==> config.mk <==
export PLATFORM = sky130hd
export DESIGN_NAME = lrc_link
export DESIGN_NICKNAME = d
export VERILOG_FILES = /design/src/verilog/lrc_pkg.sv /design/src/verilog/lrc_fifo.sv /design/src/verilog/lrc_link.sv
export SDC_FILE = /design/constraint.sdc
export NUM_CORES = 1
export LEC_CHECK = 0
export BUFFER_PORTS_ARGS = -buffer_cell sky130_fd_sc_hd__buf_2
export CORE_ASPECT_RATIO = 0.7
export CORE_MARGIN = 2
export CORE_UTILIZATION = 40
export DETAILED_ROUTE_END_ITERATION = 8
export PLACE_DENSITY_LB_ADDON = 0.08
export SLEW_MARGIN = 40
export SYNTH_ARGS = -nofsm -noshare
export SYNTH_HDL_FRONTEND = slang
export SYNTH_SLANG_ARGS = --single-unit
==> constraint.sdc <==
create_clock -name mclk -period 3.95 [get_ports mclk]
set_input_delay 0.395 -clock mclk [delete_from_list [all_inputs] [get_ports mclk]]
set_output_delay 0.395 -clock mclk [all_outputs]
set_load 0.05 [all_outputs]
==> src/verilog/lrc_pkg.sv <==
//----------------------------------------------------------------------
// Contract
// - Accept every bit while carrier present holds
// - Carrier drop closes collected bits as frame
// - Deliver only frames addressed to this station
// - Status from check sequence and octet alignment
// - Collision during send triggers jam sequence
// - After jam, abort and retry at random time
// - Widen random backoff range on each retry; code widens only up to BO_LIMIT bits
// - Give up after too many collisions
// - Drop fragments shorter than minimum frame
// - Send request stays outstanding through all retries
// - Send result is success or too many retries
// - Fetch pends until frame, returns fields, status
// - Receive status good, crc bad, or misaligned
// - Extra result codes allowed on both sides
// - Round trip at most 450 bit times
// - Transmitting rises before first, falls after last
// - Discard bit pending when carrier falls
//----------------------------------------------------------------------
package lrc_pkg;

  // Bit timing: one enabled clock is one bit time
  localparam int unsigned BIT_TIME_NS = 100;
  localparam int unsigned CLK_PERIOD_NS = 20;
  localparam int unsigned CLK_PER_BIT = BIT_TIME_NS / CLK_PERIOD_NS;

  // Channel timing in bit times, then attempt and backoff limits
  localparam int unsigned ROUND_TRIP_BITS = 450;
  localparam int unsigned SLOT_BITS = 512;
  localparam int unsigned JAM_BITS = 32;
  localparam int unsigned MAX_ATTEMPTS = 16;
  localparam int unsigned BACKOFF_LIMIT = 10;

  // Frame layout in bits, first bit of the frame at index 0
  localparam int unsigned ADDR_BITS = 48;
  localparam int unsigned TYPE_BITS = 16;
  localparam int unsigned HDR_BITS = 112;
  localparam int unsigned DST_POS = 0;
  localparam int unsigned SRC_POS = 48;
  localparam int unsigned TYPE_POS = 96;
  localparam int unsigned MIN_FRAME_BITS = 512;
  localparam int unsigned FCS_OCTETS = 4;
  localparam int unsigned CNT_W = 16;

  // Check sequence generator and good-frame residue
  localparam logic [31:0] CRC_POLY = 32'h04C11DB7;
  localparam logic [31:0] CRC_INIT = 32'hFFFFFFFF;
  localparam logic [31:0] CRC_RESIDUE = 32'hC704DD7B;

  // Receive buffer shape, then backoff random source seed and taps
  localparam int unsigned FIFO_DEPTH = 16;
  localparam int unsigned FIFO_WIDTH = 9;
  localparam logic [7:0] END_FILL = 8'h00;
  localparam logic [15:0] LFSR_SEED = 16'hACE1;
  localparam logic [15:0] LFSR_TAPS = 16'hB400;

  // Transmit sequencer, Gray along idle-defer-start-send-finish-done
  typedef enum logic [2:0] {
    TX_IDLE = 3'b000,
    TX_DEFER = 3'b001,
    TX_START = 3'b011,
    TX_SEND = 3'b010,
    TX_FINISH = 3'b110,
    TX_DONE = 3'b111,
    TX_JAM = 3'b101,
    TX_BACKOFF = 3'b100
  } lrc_tx_state_type;

  // Receive sequencer, Gray along idle-collect-close
  typedef enum logic [1:0] {
    RX_IDLE = 2'b00,
    RX_COLLECT = 2'b01,
    RX_CLOSE = 2'b11
  } lrc_rx_state_type;

  typedef enum logic [1:0] {
    tx_result_success = 2'h0,
    tx_result_too_many_retries = 2'h1
  } lrc_tx_result_type;

  // Overrun is an extra, implementation-specific outcome
  typedef enum logic [1:0] {
    rx_result_good = 2'h0,
    rx_result_crc_bad = 2'h1,
    rx_result_misaligned = 2'h2,
    rx_result_overrun = 2'h3
  } lrc_rx_result_type;

endpackage
==> src/verilog/lrc_fifo.sv <==
`timescale 1ns/1ps

// Push side of the receive buffer
interface lrc_stream_if #(
  parameter int unsigned W = 9
);
  logic valid;
  logic ready;
  logic flush;
  logic [W-1:0] data;
  modport src (output valid, output data, output flush, input ready);
  modport snk (input valid, input data, input flush, output ready);
endinterface

//----------------------------------------------------------------------
// Receive buffer with registered output word
//----------------------------------------------------------------------
module lrc_fifo #(
  parameter int unsigned W = 9,
  parameter int unsigned DEPTH = 16
) (
  input wire logic mclk,
  input wire logic rst,
  input wire logic ce,
  lrc_stream_if.snk in_port,
  output logic out_valid,
  output logic [W-1:0] out_data,
  input wire logic out_ready
);
  localparam int unsigned AW = $clog2(DEPTH);
  localparam int unsigned CW = $clog2(DEPTH + 1);

  // Pointers wrap on power of two only
  if (DEPTH < 2 || (DEPTH & (DEPTH - 1)) != 0 || W < 1)
  begin : g_bad
    $error("lrc_fifo depth must be a power of two");
  end

  typedef struct packed {
    logic [DEPTH-1:0][W-1:0] mem;
    logic [AW-1:0] wp;
    logic [AW-1:0] rp;
    logic [CW-1:0] cnt;
    logic ov;
    logic [W-1:0] od;
  } lrc_fifo_state_type;

  lrc_fifo_state_type s_r;
  lrc_fifo_state_type s_nxt;
  logic push; // Word written this cycle
  logic pull; // Word moved to output register

  // Full is honest: ready drops at DEPTH stored words
  assign in_port.ready = (s_r.cnt != CW'(DEPTH));
  assign out_valid = s_r.ov;
  assign out_data = s_r.od;

  // Next state of storage and output stage
  always_comb
  begin
    s_nxt = s_r;
    push = in_port.valid && in_port.ready;
    pull = (s_r.cnt != '0) && (!s_r.ov || out_ready);
    if (s_r.ov && out_ready)
    begin
      s_nxt.ov = 1'b0;
    end
    if (pull)
    begin
      s_nxt.od = s_r.mem[s_r.rp];
      s_nxt.ov = 1'b1;
      s_nxt.rp = s_r.rp + 1'b1;
    end
    if (push)
    begin
      s_nxt.mem[s_r.wp] = in_port.data;
      s_nxt.wp = s_r.wp + 1'b1;
    end
    s_nxt.cnt = s_r.cnt + CW'(push) - CW'(pull);
    // Flush empties storage and output register alike
    if (in_port.flush)
    begin
      s_nxt.ov = 1'b0;
      s_nxt.rp = '0;
      s_nxt.wp = '0;
      s_nxt.cnt = '0;
    end
  end

  // Registered state, frozen while ce is low
  always_ff @(posedge mclk)
  begin
    if (rst)
    begin
      s_r <= '0;
    end
    else if (ce)
    begin
      s_r <= s_nxt;
    end
  end
endmodule

==> src/verilog/lrc_link.sv <==
`timescale 1ns/1ps

//----------------------------------------------------------------------
// Link controller: frame receive and transmit collision handling
//----------------------------------------------------------------------
module lrc_link #(
  parameter int unsigned SLOT = lrc_pkg::SLOT_BITS,
  parameter int unsigned JAM = lrc_pkg::JAM_BITS,
  parameter int unsigned ATTEMPTS = lrc_pkg::MAX_ATTEMPTS,
  parameter int unsigned BO_LIMIT = lrc_pkg::BACKOFF_LIMIT,
  parameter int unsigned DEPTH = lrc_pkg::FIFO_DEPTH
) (
  input wire logic mclk,
  input wire logic rst,
  input wire logic ce,
  input wire logic [lrc_pkg::ADDR_BITS-1:0] station_addr,
  input wire logic carrier_present,
  input wire logic rx_bit_valid,
  input wire logic rx_bit,
  input wire logic collision_seen,
  output logic transmitting,
  output logic tx_bit,
  input wire logic client_send_request,
  input wire logic tx_frame_bit,
  input wire logic tx_frame_last,
  output logic tx_bit_req,
  output logic tx_rewind,
  output logic tx_done,
  output lrc_pkg::lrc_tx_result_type tx_result,
  input wire logic client_fetch_request,
  output logic rx_done,
  output lrc_pkg::lrc_rx_result_type rx_result,
  output logic [lrc_pkg::ADDR_BITS-1:0] rx_dst,
  output logic [lrc_pkg::ADDR_BITS-1:0] rx_src,
  output logic [lrc_pkg::TYPE_BITS-1:0] rx_type,
  output logic [7:0] rx_data,
  output logic rx_data_end,
  output logic rx_data_valid,
  input wire logic rx_data_ready
);
  import lrc_pkg::*;

  //--------------------------------------------------------------------
  // Parameter checks
  //--------------------------------------------------------------------
  // slot covers round trip
  // Slot must cover the round trip or late collisions go unseen
  if (SLOT < ROUND_TRIP_BITS || SLOT >= 65536 || JAM < 1 ||
      JAM > 64 || ATTEMPTS < 2 || ATTEMPTS > 31 || BO_LIMIT < 1 ||
      BO_LIMIT > 10)
  begin : g_bad
    $error("lrc_link parameters out of range");
  end

  localparam logic [15:0] SLOT_LAST = 16'(SLOT - 1);
  localparam logic [5:0] JAM_LAST = 6'(JAM - 1);
  localparam logic [4:0] ATT_MAX = 5'(ATTEMPTS);
  localparam logic [4:0] BO_MAX = 5'(BO_LIMIT);

  //--------------------------------------------------------------------
  // State
  //--------------------------------------------------------------------
  typedef struct packed {
    lrc_tx_state_type tx_st;
    logic [15:0] lfsr;     // Free running random source
    logic [4:0] att;       // Collisions seen on this frame
    logic [5:0] jam_cnt;   // Jam bits sent
    logic [9:0] slots;     // Backoff slots left
    logic [15:0] slot_bit; // Bit position inside a slot
    logic xmit;
    logic txb;
    logic rewind;
    logic tdone;
    lrc_tx_result_type tres;
    lrc_rx_state_type rx_st;
    logic [31:0] crc;
    logic [CNT_W-1:0] nbits;
    logic [HDR_BITS-1:0] hdr;
    logic [7:0] byte_sr;
    logic [31:0] dly;      // Holds back the check sequence octets
    logic [2:0] dly_n;
    logic addr_ok;
    logic overrun;
    logic rdone;
    lrc_rx_result_type rres;
    logic [ADDR_BITS-1:0] dst;
    logic [ADDR_BITS-1:0] src;
    logic [TYPE_BITS-1:0] typ;
  } lrc_state_type;

  lrc_state_type s_r;
  lrc_state_type s_nxt;
  lrc_state_type s_init;

  lrc_stream_if #(.W(FIFO_WIDTH)) push_if ();

  logic [HDR_BITS-1:0] hdr_new; // Header after this bit
  logic [7:0] byte_new;         // Octet after this bit
  logic take;                   // A frame bit is taken this cycle

  // Serial check sequence step, one bit
  function automatic logic [31:0] crc_step(
    input logic [31:0] c,
    input logic b
  );
    logic fb;
    fb = c[31] ^ b;
    return {c[30:0], 1'b0} ^ (fb ? CRC_POLY : 32'h00000000);
  endfunction

  // Low k bits set, for the backoff range
  function automatic logic [9:0] range_mask(input logic [4:0] k);
    logic [9:0] m;
    m = '0;
    for (int i = 0; i < 10; i++)
    begin
      m[i] = (5'(i) < k);
    end
    return m;
  endfunction

  //--------------------------------------------------------------------
  // Reset image
  //--------------------------------------------------------------------
  always_comb
  begin
    s_init = '0;
    s_init.tx_st = TX_IDLE;
    s_init.rx_st = RX_IDLE;
    s_init.lfsr = LFSR_SEED;
    s_init.crc = CRC_INIT;
    s_init.tres = tx_result_success;
    s_init.rres = rx_result_good;
  end

  //--------------------------------------------------------------------
  // Next state
  //--------------------------------------------------------------------
  always_comb
  begin
    s_nxt = s_r;
    tx_bit_req = 1'b0;
    push_if.valid = 1'b0;
    push_if.data = '0;
    push_if.flush = 1'b0;
    s_nxt.tdone = 1'b0;
    s_nxt.rdone = 1'b0;
    s_nxt.rewind = 1'b0;
    // Galois shift every bit time, whatever else happens
    s_nxt.lfsr = {1'b0, s_r.lfsr[15:1]} ^
                 (s_r.lfsr[0] ? LFSR_TAPS : 16'h0000);

    // bits count only while carrier holds
    take = carrier_present && rx_bit_valid && (s_r.rx_st != RX_CLOSE);
    hdr_new = {rx_bit, s_r.hdr[HDR_BITS-1:1]};
    byte_new = {rx_bit, s_r.byte_sr[7:1]};

    if (take)
    begin
      s_nxt.crc = crc_step(s_r.crc, rx_bit);
      s_nxt.byte_sr = byte_new;
      if (s_r.nbits != '1)
      begin
        s_nxt.nbits = s_r.nbits + 1'b1;
      end
      if (s_r.nbits < CNT_W'(HDR_BITS))
      begin
        s_nxt.hdr = hdr_new;
      end
      // destination decided on its last bit
      if (s_r.nbits == CNT_W'(ADDR_BITS - 1))
      begin
        s_nxt.addr_ok = client_fetch_request &&
          ((hdr_new[HDR_BITS-1 -: ADDR_BITS] == station_addr) ||
           (hdr_new[HDR_BITS-1 -: ADDR_BITS] == '1));
      end
      // Data octets stream out four octets late, dropping the FCS
      if (s_r.nbits >= CNT_W'(HDR_BITS) && s_r.nbits[2:0] == 3'h7 &&
          s_r.addr_ok)
      begin
        s_nxt.dly = {byte_new, s_r.dly[31:8]};
        if (s_r.dly_n == 3'(FCS_OCTETS))
        begin
          push_if.valid = ce;
          push_if.data = {1'b0, s_r.dly[7:0]};
          // a full buffer is reported, not stalled on
          if (!push_if.ready)
          begin
            s_nxt.overrun = 1'b1;
          end
        end
        else
        begin
          s_nxt.dly_n = s_r.dly_n + 1'b1;
        end
      end
    end

    // Receive sequencer
    unique case (s_r.rx_st)
      RX_IDLE:
      begin
        if (carrier_present)
        begin
          s_nxt.rx_st = RX_COLLECT;
        end
      end
      RX_COLLECT:
      begin
        if (!carrier_present)
        begin
          s_nxt.rx_st = RX_CLOSE;
        end
      end
      RX_CLOSE:
      begin
        // short fragments vanish, buffered octets too
        if (s_r.addr_ok && s_r.nbits < CNT_W'(MIN_FRAME_BITS))
        begin
          push_if.flush = ce;
        end
        else if (s_r.addr_ok)
        begin
          // fields and status handed over together
          push_if.valid = ce;
          push_if.data = {1'b1, END_FILL};
          s_nxt.rdone = 1'b1;
          s_nxt.dst = s_r.hdr[DST_POS +: ADDR_BITS];
          s_nxt.src = s_r.hdr[SRC_POS +: ADDR_BITS];
          s_nxt.typ = s_r.hdr[TYPE_POS +: TYPE_BITS];
          // status from residue and octet boundary
          if (s_r.overrun || !push_if.ready)
          begin
            s_nxt.rres = rx_result_overrun;
          end
          else if (s_r.crc == CRC_RESIDUE)
          begin
            s_nxt.rres = rx_result_good;
          end
          else if (s_r.nbits[2:0] != 3'h0)
          begin
            s_nxt.rres = rx_result_misaligned;
          end
          else
          begin
            s_nxt.rres = rx_result_crc_bad;
          end
        end
        // Ready for the next frame
        s_nxt.crc = CRC_INIT;
        s_nxt.nbits = '0;
        s_nxt.dly_n = '0;
        s_nxt.addr_ok = 1'b0;
        s_nxt.overrun = 1'b0;
        s_nxt.rx_st = RX_IDLE;
      end
    endcase

    // Transmit sequencer
    unique case (s_r.tx_st)
      TX_IDLE:
      begin
        if (client_send_request)
        begin
          s_nxt.att = '0;
          s_nxt.tx_st = TX_DEFER;
        end
      end
      TX_DEFER:
      begin
        // Defer to passing traffic
        if (!carrier_present)
        begin
          s_nxt.tx_st = TX_START;
        end
      end
      TX_START:
      begin
        // flag up one bit time before the first bit
        s_nxt.xmit = 1'b1;
        s_nxt.tx_st = TX_SEND;
      end
      TX_SEND:
      begin
        // collision turns the send into a jam
        if (collision_seen)
        begin
          s_nxt.jam_cnt = '0;
          s_nxt.txb = 1'b1;
          s_nxt.tx_st = TX_JAM;
        end
        else
        begin
          tx_bit_req = ce;
          s_nxt.txb = tx_frame_bit;
          if (tx_frame_last)
          begin
            s_nxt.tx_st = TX_FINISH;
          end
        end
      end
      TX_FINISH:
      begin
        // flag drops after the last bit was shown
        s_nxt.xmit = 1'b0;
        s_nxt.txb = 1'b0;
        s_nxt.tres = tx_result_success;
        s_nxt.tdone = 1'b1;
        s_nxt.tx_st = TX_DONE;
      end
      TX_JAM:
      begin
        s_nxt.txb = ~s_r.txb;
        s_nxt.jam_cnt = s_r.jam_cnt + 1'b1;
        if (s_r.jam_cnt == JAM_LAST)
        begin
          // stop sending once jam is out
          s_nxt.xmit = 1'b0;
          s_nxt.txb = 1'b0;
          s_nxt.att = s_r.att + 1'b1;
          // give up after the attempt limit
          if (s_r.att + 1'b1 >= ATT_MAX)
          begin
            s_nxt.tres = tx_result_too_many_retries;
            s_nxt.tdone = 1'b1;
            s_nxt.tx_st = TX_DONE;
          end
          else
          begin
            s_nxt.slots = s_r.lfsr[9:0] & range_mask(
              (s_r.att + 1'b1 > BO_MAX) ? BO_MAX : s_r.att + 1'b1);
            s_nxt.slot_bit = '0;
            s_nxt.rewind = 1'b1;
            s_nxt.tx_st = TX_BACKOFF;
          end
        end
      end
      TX_BACKOFF:
      begin
        // wait the random number of slots, then retry
        if (s_r.slots == '0)
        begin
          s_nxt.tx_st = TX_DEFER;
        end
        else if (s_r.slot_bit == SLOT_LAST)
        begin
          s_nxt.slot_bit = '0;
          s_nxt.slots = s_r.slots - 1'b1;
        end
        else
        begin
          s_nxt.slot_bit = s_r.slot_bit + 1'b1;
        end
      end
      TX_DONE:
      begin
        // request released before the next one
        if (!client_send_request)
        begin
          s_nxt.tx_st = TX_IDLE;
        end
      end
    endcase
  end

  //--------------------------------------------------------------------
  // State register, frozen while ce is low
  //--------------------------------------------------------------------
  always_ff @(posedge mclk)
  begin
    if (rst)
    begin
      s_r <= s_init;
    end
    else if (ce)
    begin
      s_r <= s_nxt;
    end
  end

  //--------------------------------------------------------------------
  // Outputs
  //--------------------------------------------------------------------
  assign transmitting = s_r.xmit;
  assign tx_bit = s_r.txb;
  assign tx_rewind = s_r.rewind;
  assign tx_done = s_r.tdone;
  assign tx_result = s_r.tres;
  assign rx_done = s_r.rdone;
  assign rx_result = s_r.rres;
  assign rx_dst = s_r.dst;
  assign rx_src = s_r.src;
  assign rx_type = s_r.typ;

  logic [FIFO_WIDTH-1:0] fifo_out; // End flag over octet

  // Data field octets, client drains at its own pace
  lrc_fifo #(
    .W(FIFO_WIDTH),
    .DEPTH(DEPTH)
  ) u_fifo (
    .mclk(mclk),
    .rst(rst),
    .ce(ce),
    .in_port(push_if),
    .out_valid(rx_data_valid),
    .out_data(fifo_out),
    .out_ready(rx_data_ready)
  );

  assign rx_data = fifo_out[7:0];
  assign rx_data_end = fifo_out[8];
endmodule

# == After elaboration in Yosys (flattened, before gate mapping) ==
# Cells that the tools add are included.
# op_classes
bitwise,6
reduce_logical,57
muxes,75
n_addsub,10
eq_ne,35
div_mod_pow,0
order_cmp,18
n_mul,0
shift,0
# ops
operator,count
2-to-1 mux 115 bit,2
2-to-1 mux 205 bit,1
bitwise mux 144 bit,1
2-to-1 mux 120 bit,1
2-to-1 mux 112 bit,1
2-to-1 mux 26 bit,2
case mux 26 bit (2 select lines),1
== test 48 bit,1
== test 48 bit (second input constant),1
2-to-1 mux 16 bit,3
2-to-1 mux 48 bit,1
2-to-1 mux 9 bit,5
binary-select mux 9 bit (select 4 bit),1
demux 9 bit (select 4 bit),1
2-to-1 mux 35 bit,1
adder 16 x 1 -> 16 bit (second input constant),2
== test 32 bit (second input constant),1
2-to-1 mux 32 bit,1
bitwise XOR 32 x 27 -> 32 bit,1
2-to-1 mux 27 bit,1
2-to-1 mux 3 bit,9
inequality test 2 bit (second input constant),13
2-to-1 mux 8 bit,3
case mux 3 bit (8 select lines),1
other kinds (61),146
# word_totals
mem_bits_rw,0
latch_bits,0
memories,0
wordCells,247
mem_bits_ro,0
in_bits,60
reg_bits,551
out_inout_bits,132

# == Depth between registers and ports, before layout ==
# logic_depth
word_depth,12
depth_mapped,15
mapped_depth_nobuf,13

# == By module ==
# A second synthesis with hierarchy kept.
# hier_totals
hier_cells,2788
hier_area_um2,24008.0
# modules_own_cells
mod,area_each_um2,cells_each,seq_area_each_um2,n_inst
lrc_link,16443.3,2072,7647.3,1
lrc_fifo,7564.8,716,3343.2,1

# == Worst setup path after synthesis ==
# No wires, ideal clock.
# synth_path
path_kind,reg2reg
from,register s_r[283] (netlist bit)
to,register u_fifo.s_r[14] (netlist bit)
setup_time_ns,0.070
period_less_slack_ns,3.258
slack_ns,0.692
path_stages_with_launch,14
required_time_ns,3.880
n_path_buf,2
arrival_ns,3.188
cell_sequence,dfxtp_1 > or4_4 > o311a_1 > a31oi_1 > buf_4 > inv_2 > buf_6 > ha_1 > fa_1 > a21oi_1 > o21bai_1 > xnor2_1 > mux2_2 > a21oi_1
# synth_via
elab_chain_cells,12
elab_cells_between_ends,16
classes_between,2 x add/sub; 2 x order compare; 8 x mux; 4 x reduce/logical
# synth_lines
element,line,rtl
from (decl),lrc_link.sv:91,lrc_state_type s_r;
from (signal assigned),lrc_link.sv:373,s_r <= s_init;
from (signal assigned),lrc_link.sv:377,s_r <= s_nxt;
>= comparator 16 x 7 -> 1 bit,lrc_link.sv:178,if (s_r.nbits >= CNT_W'(HDR_BITS) && s_r.nbits[2:0] == 3'h7 &&
logical AND 1 bit (2 in series),lrc_link.sv:178,
2-to-1 mux 1 bit,lrc_link.sv:178,
2-to-1 mux 1 bit,lrc_link.sv:158,if (take)
2-to-1 mux 1 bit,lrc_link.sv:222,else if (s_r.addr_ok)
2-to-1 mux 1 bit,lrc_link.sv:218,if (s_r.addr_ok && s_r.nbits < CNT_W'(MIN_FRAME_BITS))
2-to-1 mux 1 bit,lrc_link.sv:200,unique case (s_r.rx_st)
logical AND 1 bit,lrc_fifo.sv:62,push = in_port.valid && in_port.ready;
adder 5 x 1 -> 5 bit,lrc_fifo.sv:79,s_nxt.cnt = s_r.cnt + CW'(push) - CW'(pull);
subtractor 5 x 1 -> 5 bit,lrc_fifo.sv:79,
2-to-1 mux 14 bit *,lrc_fifo.sv:81,if (in_port.flush)
to (signal assigned),lrc_fifo.sv:99,s_r <= s_nxt;
to (decl),lrc_fifo.sv:48,lrc_fifo_state_type s_r;
# Every way passes the cells marked *; elsewhere a longest branch is shown, timed or not.
# A chain may end at the register's enable or synchronous reset.

# == Final worst setup path ==
# Ends and elaborated chain as after synthesis.

==> results by group <==
CTS
  • Clock sink total: 549
  • CTS H-Tree Depth: 2
  • Worst-skew pair later-pin latency: 0.63 ns
  • Clk pin slew, worst setup/hold paths: 0.06 ns
  • CTS tree: done
  • Clock Tree Buf Depth: 3
  • Setup bufs post-CTS: 0
  • Clock root cell: clkbuf_16
  • Hold_buf cts: 0
  • Cts repair resizes: 0
  • Num CTS Buffers: 55

Logic synthesis
  • Syn Inst Count: 2768
  • Yosys reg bits: 549
  • Synth top cells by count: nand2_1 (756), dfxtp_1 (549), a21oi_1 (322)
  • Seq/Total Area, Yosys: 45.6%
  • Cell Area, Synth: 24100 µm²
  • Ys Warns: 0
  • Post-synthesis net count: 2849
  • EDFF count, synth: 0
  • Synth top area cells: dfxtp_1 (46%), nand2_1 (12%), a21oi_1 (6.7%), mux2i_1 (6.7%), mux4_2 (4.2%)
  • Area share of the largest cell type after synthesis: 45.6%
  • Ys async rst share: 0%
  • Synth cell types: 82
  • Top_reg_cell synth: dfxtp_1
  • Yosys top cell by area: dfxtp_1
  • Mean Syn Cell Area: 8.71 µm²
  • Most common cell in the netlist: nand2_1

Placed design
  • Place WS: 0.430 ns
  • Cell area after placement: 24600 µm²
  • Final HPWL DP: 40.6 mm
  • DP Cell Count: 3475
  • Final Wtd Congestion: 0.859
  • Buffers on Ports: 190

Setup path
  • Buf/Inv on CP: 1
  • Critical Path Fanout Max: 16
  • Slowest CP cell: or4_4
  • Critical setup path kind: reg -> reg
  • CP Launch Type: register
  • Crit-path max cell delay: 0.57 ns
  • Crit end category: register
  • Crit path max-delay family: compound AO/OA/AOI/OAI gates
  • Worst EP required: 4.48 ns
  • CP Cell Sequence: or4_4, o311a_1, a31oi_2, inv_2, ha_1, fa_1, a21oi_1, o21bai_1, xnor2_1, mux2_2, a21oi_1
  • Crit path DAT: 4.07 ns
  • Most frequent CP cell: a21oi_1

Cells and area
  • Sequential cell area: 11000 µm²
  • Final instance area: 26600 µm²
  • Final Instance Count excl. Fillers: 3577
  • Fin nets: 2805
  • Area delta synth->final: 10.3%
  • Multi-input gate area: 11300 µm²
  • Fillers: 5864
  • Layout cell share with drive strength beyond 1: 14.3%

Timing
  • Final period utilization: 89.6%
  • Max Slew Vio Count: 0
  • Max-slew headroom: 39.4%
  • Hold_ws: 0.108 ns
  • RSZ-0062 raised after global routing: false
  • Slew @ Worst Pin: 0.909 ns
  • Peak Freq: 282 MHz
  • Finish-stage setup viols: 0
  • Final Hold Fails: 0
  • Min setup slack post-route: 0.410 ns
  • Final Skew: 0.0311 ns
  • Setup TNS: 0 ns
  • Minimum clock period: 3.54 ns

Floorplan
  • IO Pins: 192
  • Die Ht: 209 µm
  • Die area: 62200 µm²
  • CORE AREA: 59800 µm²
  • Initial core utilization: 40.3%
  • Chip width: 297 µm
  • # rows: 75

Route
  • Routed Antenna Nets: 0
  • Metal2 WL: 26.5 mm
  • Drc violations: 0
  • Met1 WL: 31.5 mm
  • DR vias: 18700
  • Drt wl/cell: 17.3 µm
  • Iteration-0 DRC Markers: 1270
  • Drt total wl: 61.8 mm
  • TritonRoute pass-1 iters: 7
  • Met3 WL: 2.96 mm
  • Highest routed layer: met4
  • Vias per cell: 5.24

Global routing
  • Vias in the first global route: 17600
  • Gr ovfl total: 0
  • Global-route wire length before repair: 98.3 mm
  • Largest net degree at the start of global routing: 182
  • Gr usage total: 19.3%
  • Initial antenna violation count: 2

Job
  • # Max-Cap Violations: 0

Run status
  • Status: complete, no violations

Power and ir drop
  • Cell Pwr Density: 467 nW/µm²
  • P_leak: 9.65 nW
  • Worst vdd ir: 0.316 mV

Min path
  • Hold Path Class: in -> reg
[final timing paths]
check,startpoint,depth (start not counted),slack [ns],end
setup / recovery,s_r[283],11,0.41,u_fifo.s_r[14]
setup reg to reg,s_r[283],11,0.41,u_fifo.s_r[14]
hold reg to reg,s_r[137],2,0.45,s_r[129]
hold / removal,client_fetch_request,3,0.11,s_r[116]
[state kept, by name (all words and copies together) (netlist names)]
name              flops
u_fifo.out_valid      1
tx_done               1
tx_bit                1
byte_new              7
rx_type              16
rx_src               48
transmitting          1
s_r                 144
rx_result             2
rx_done               1
hdr_new             111
rx_dst               48
tx_rewind             1
tx_result             1
u_fifo.out_data       9
u_fifo.s_r          157
[report_power, final]
group / switching [mW] / internal, mW / total [mW]
Sequential: 0.0910 / 5.61 / 5.70
Clock: 2.27 / 3.32 / 5.58
Combinational: 0.661 / 0.464 / 1.13
[placed cells by master, fill, tap and decap left out, types with 41 or more instances in the layout]
| cell type | instances |
|---|---|
| a21oi_1 | 320 |
| buf_2 | 189 |
| clkbuf_16 | 55 |
| dfxtp_1 | 548 |
| mux2i_1 | 161 |
| mux4_2 | 45 |
| nand2_1 | 754 |
| nand3_1 | 44 |
| nor2_1 | 81 |
| o21ai_0 | 41 |
| xnor2_1 | 73 |
[logic make-up (layout without fill, tap and decap cells)]
family,Yosys count,after routing,share of synthesized area [%]
flops,549,549,45.6
simple gates,1058,1058,19.2
xor+xnor,87,87,3.16
mux,208,208,11.0
compound gates,496,496,12.0
other cells,1,2,0.0156
buf+inv,348,348,7.92
fa+ha+maj,21,21,1.12
[through the flow]
step                      util (%)  power, mW
after CTS                     44.4       12.6
after global routing          44.5       12.9
after floorplan                  -       6.64
after global placement        41.1       6.94
final                         44.5       12.4
after detailed placement      41.2       6.95
[worst min-delay path, stage by stage]
cell	delay, ns
buf_2	0.13
nand2_1	0.07
o31ai_1	0.07
[layout make-up]
type,count,area share [%]
flip-flops and latches,549,41.3
diodes,1,0.00941
clock buffers,76,5.92
well taps,808,3.80
multi-input cells,1871,42.5
repair buffers,217,4.61
clock inverters,25,1.41
inverters,30,0.433
[routing by layer]
metal,vias up,global-route usage [%]
met1,9013,29.2
li1,9305,-
met3,65,3.28
met5,-,0
met2,349,28.5
met4,0,4.41
Power figures use the tool's default switching activity.
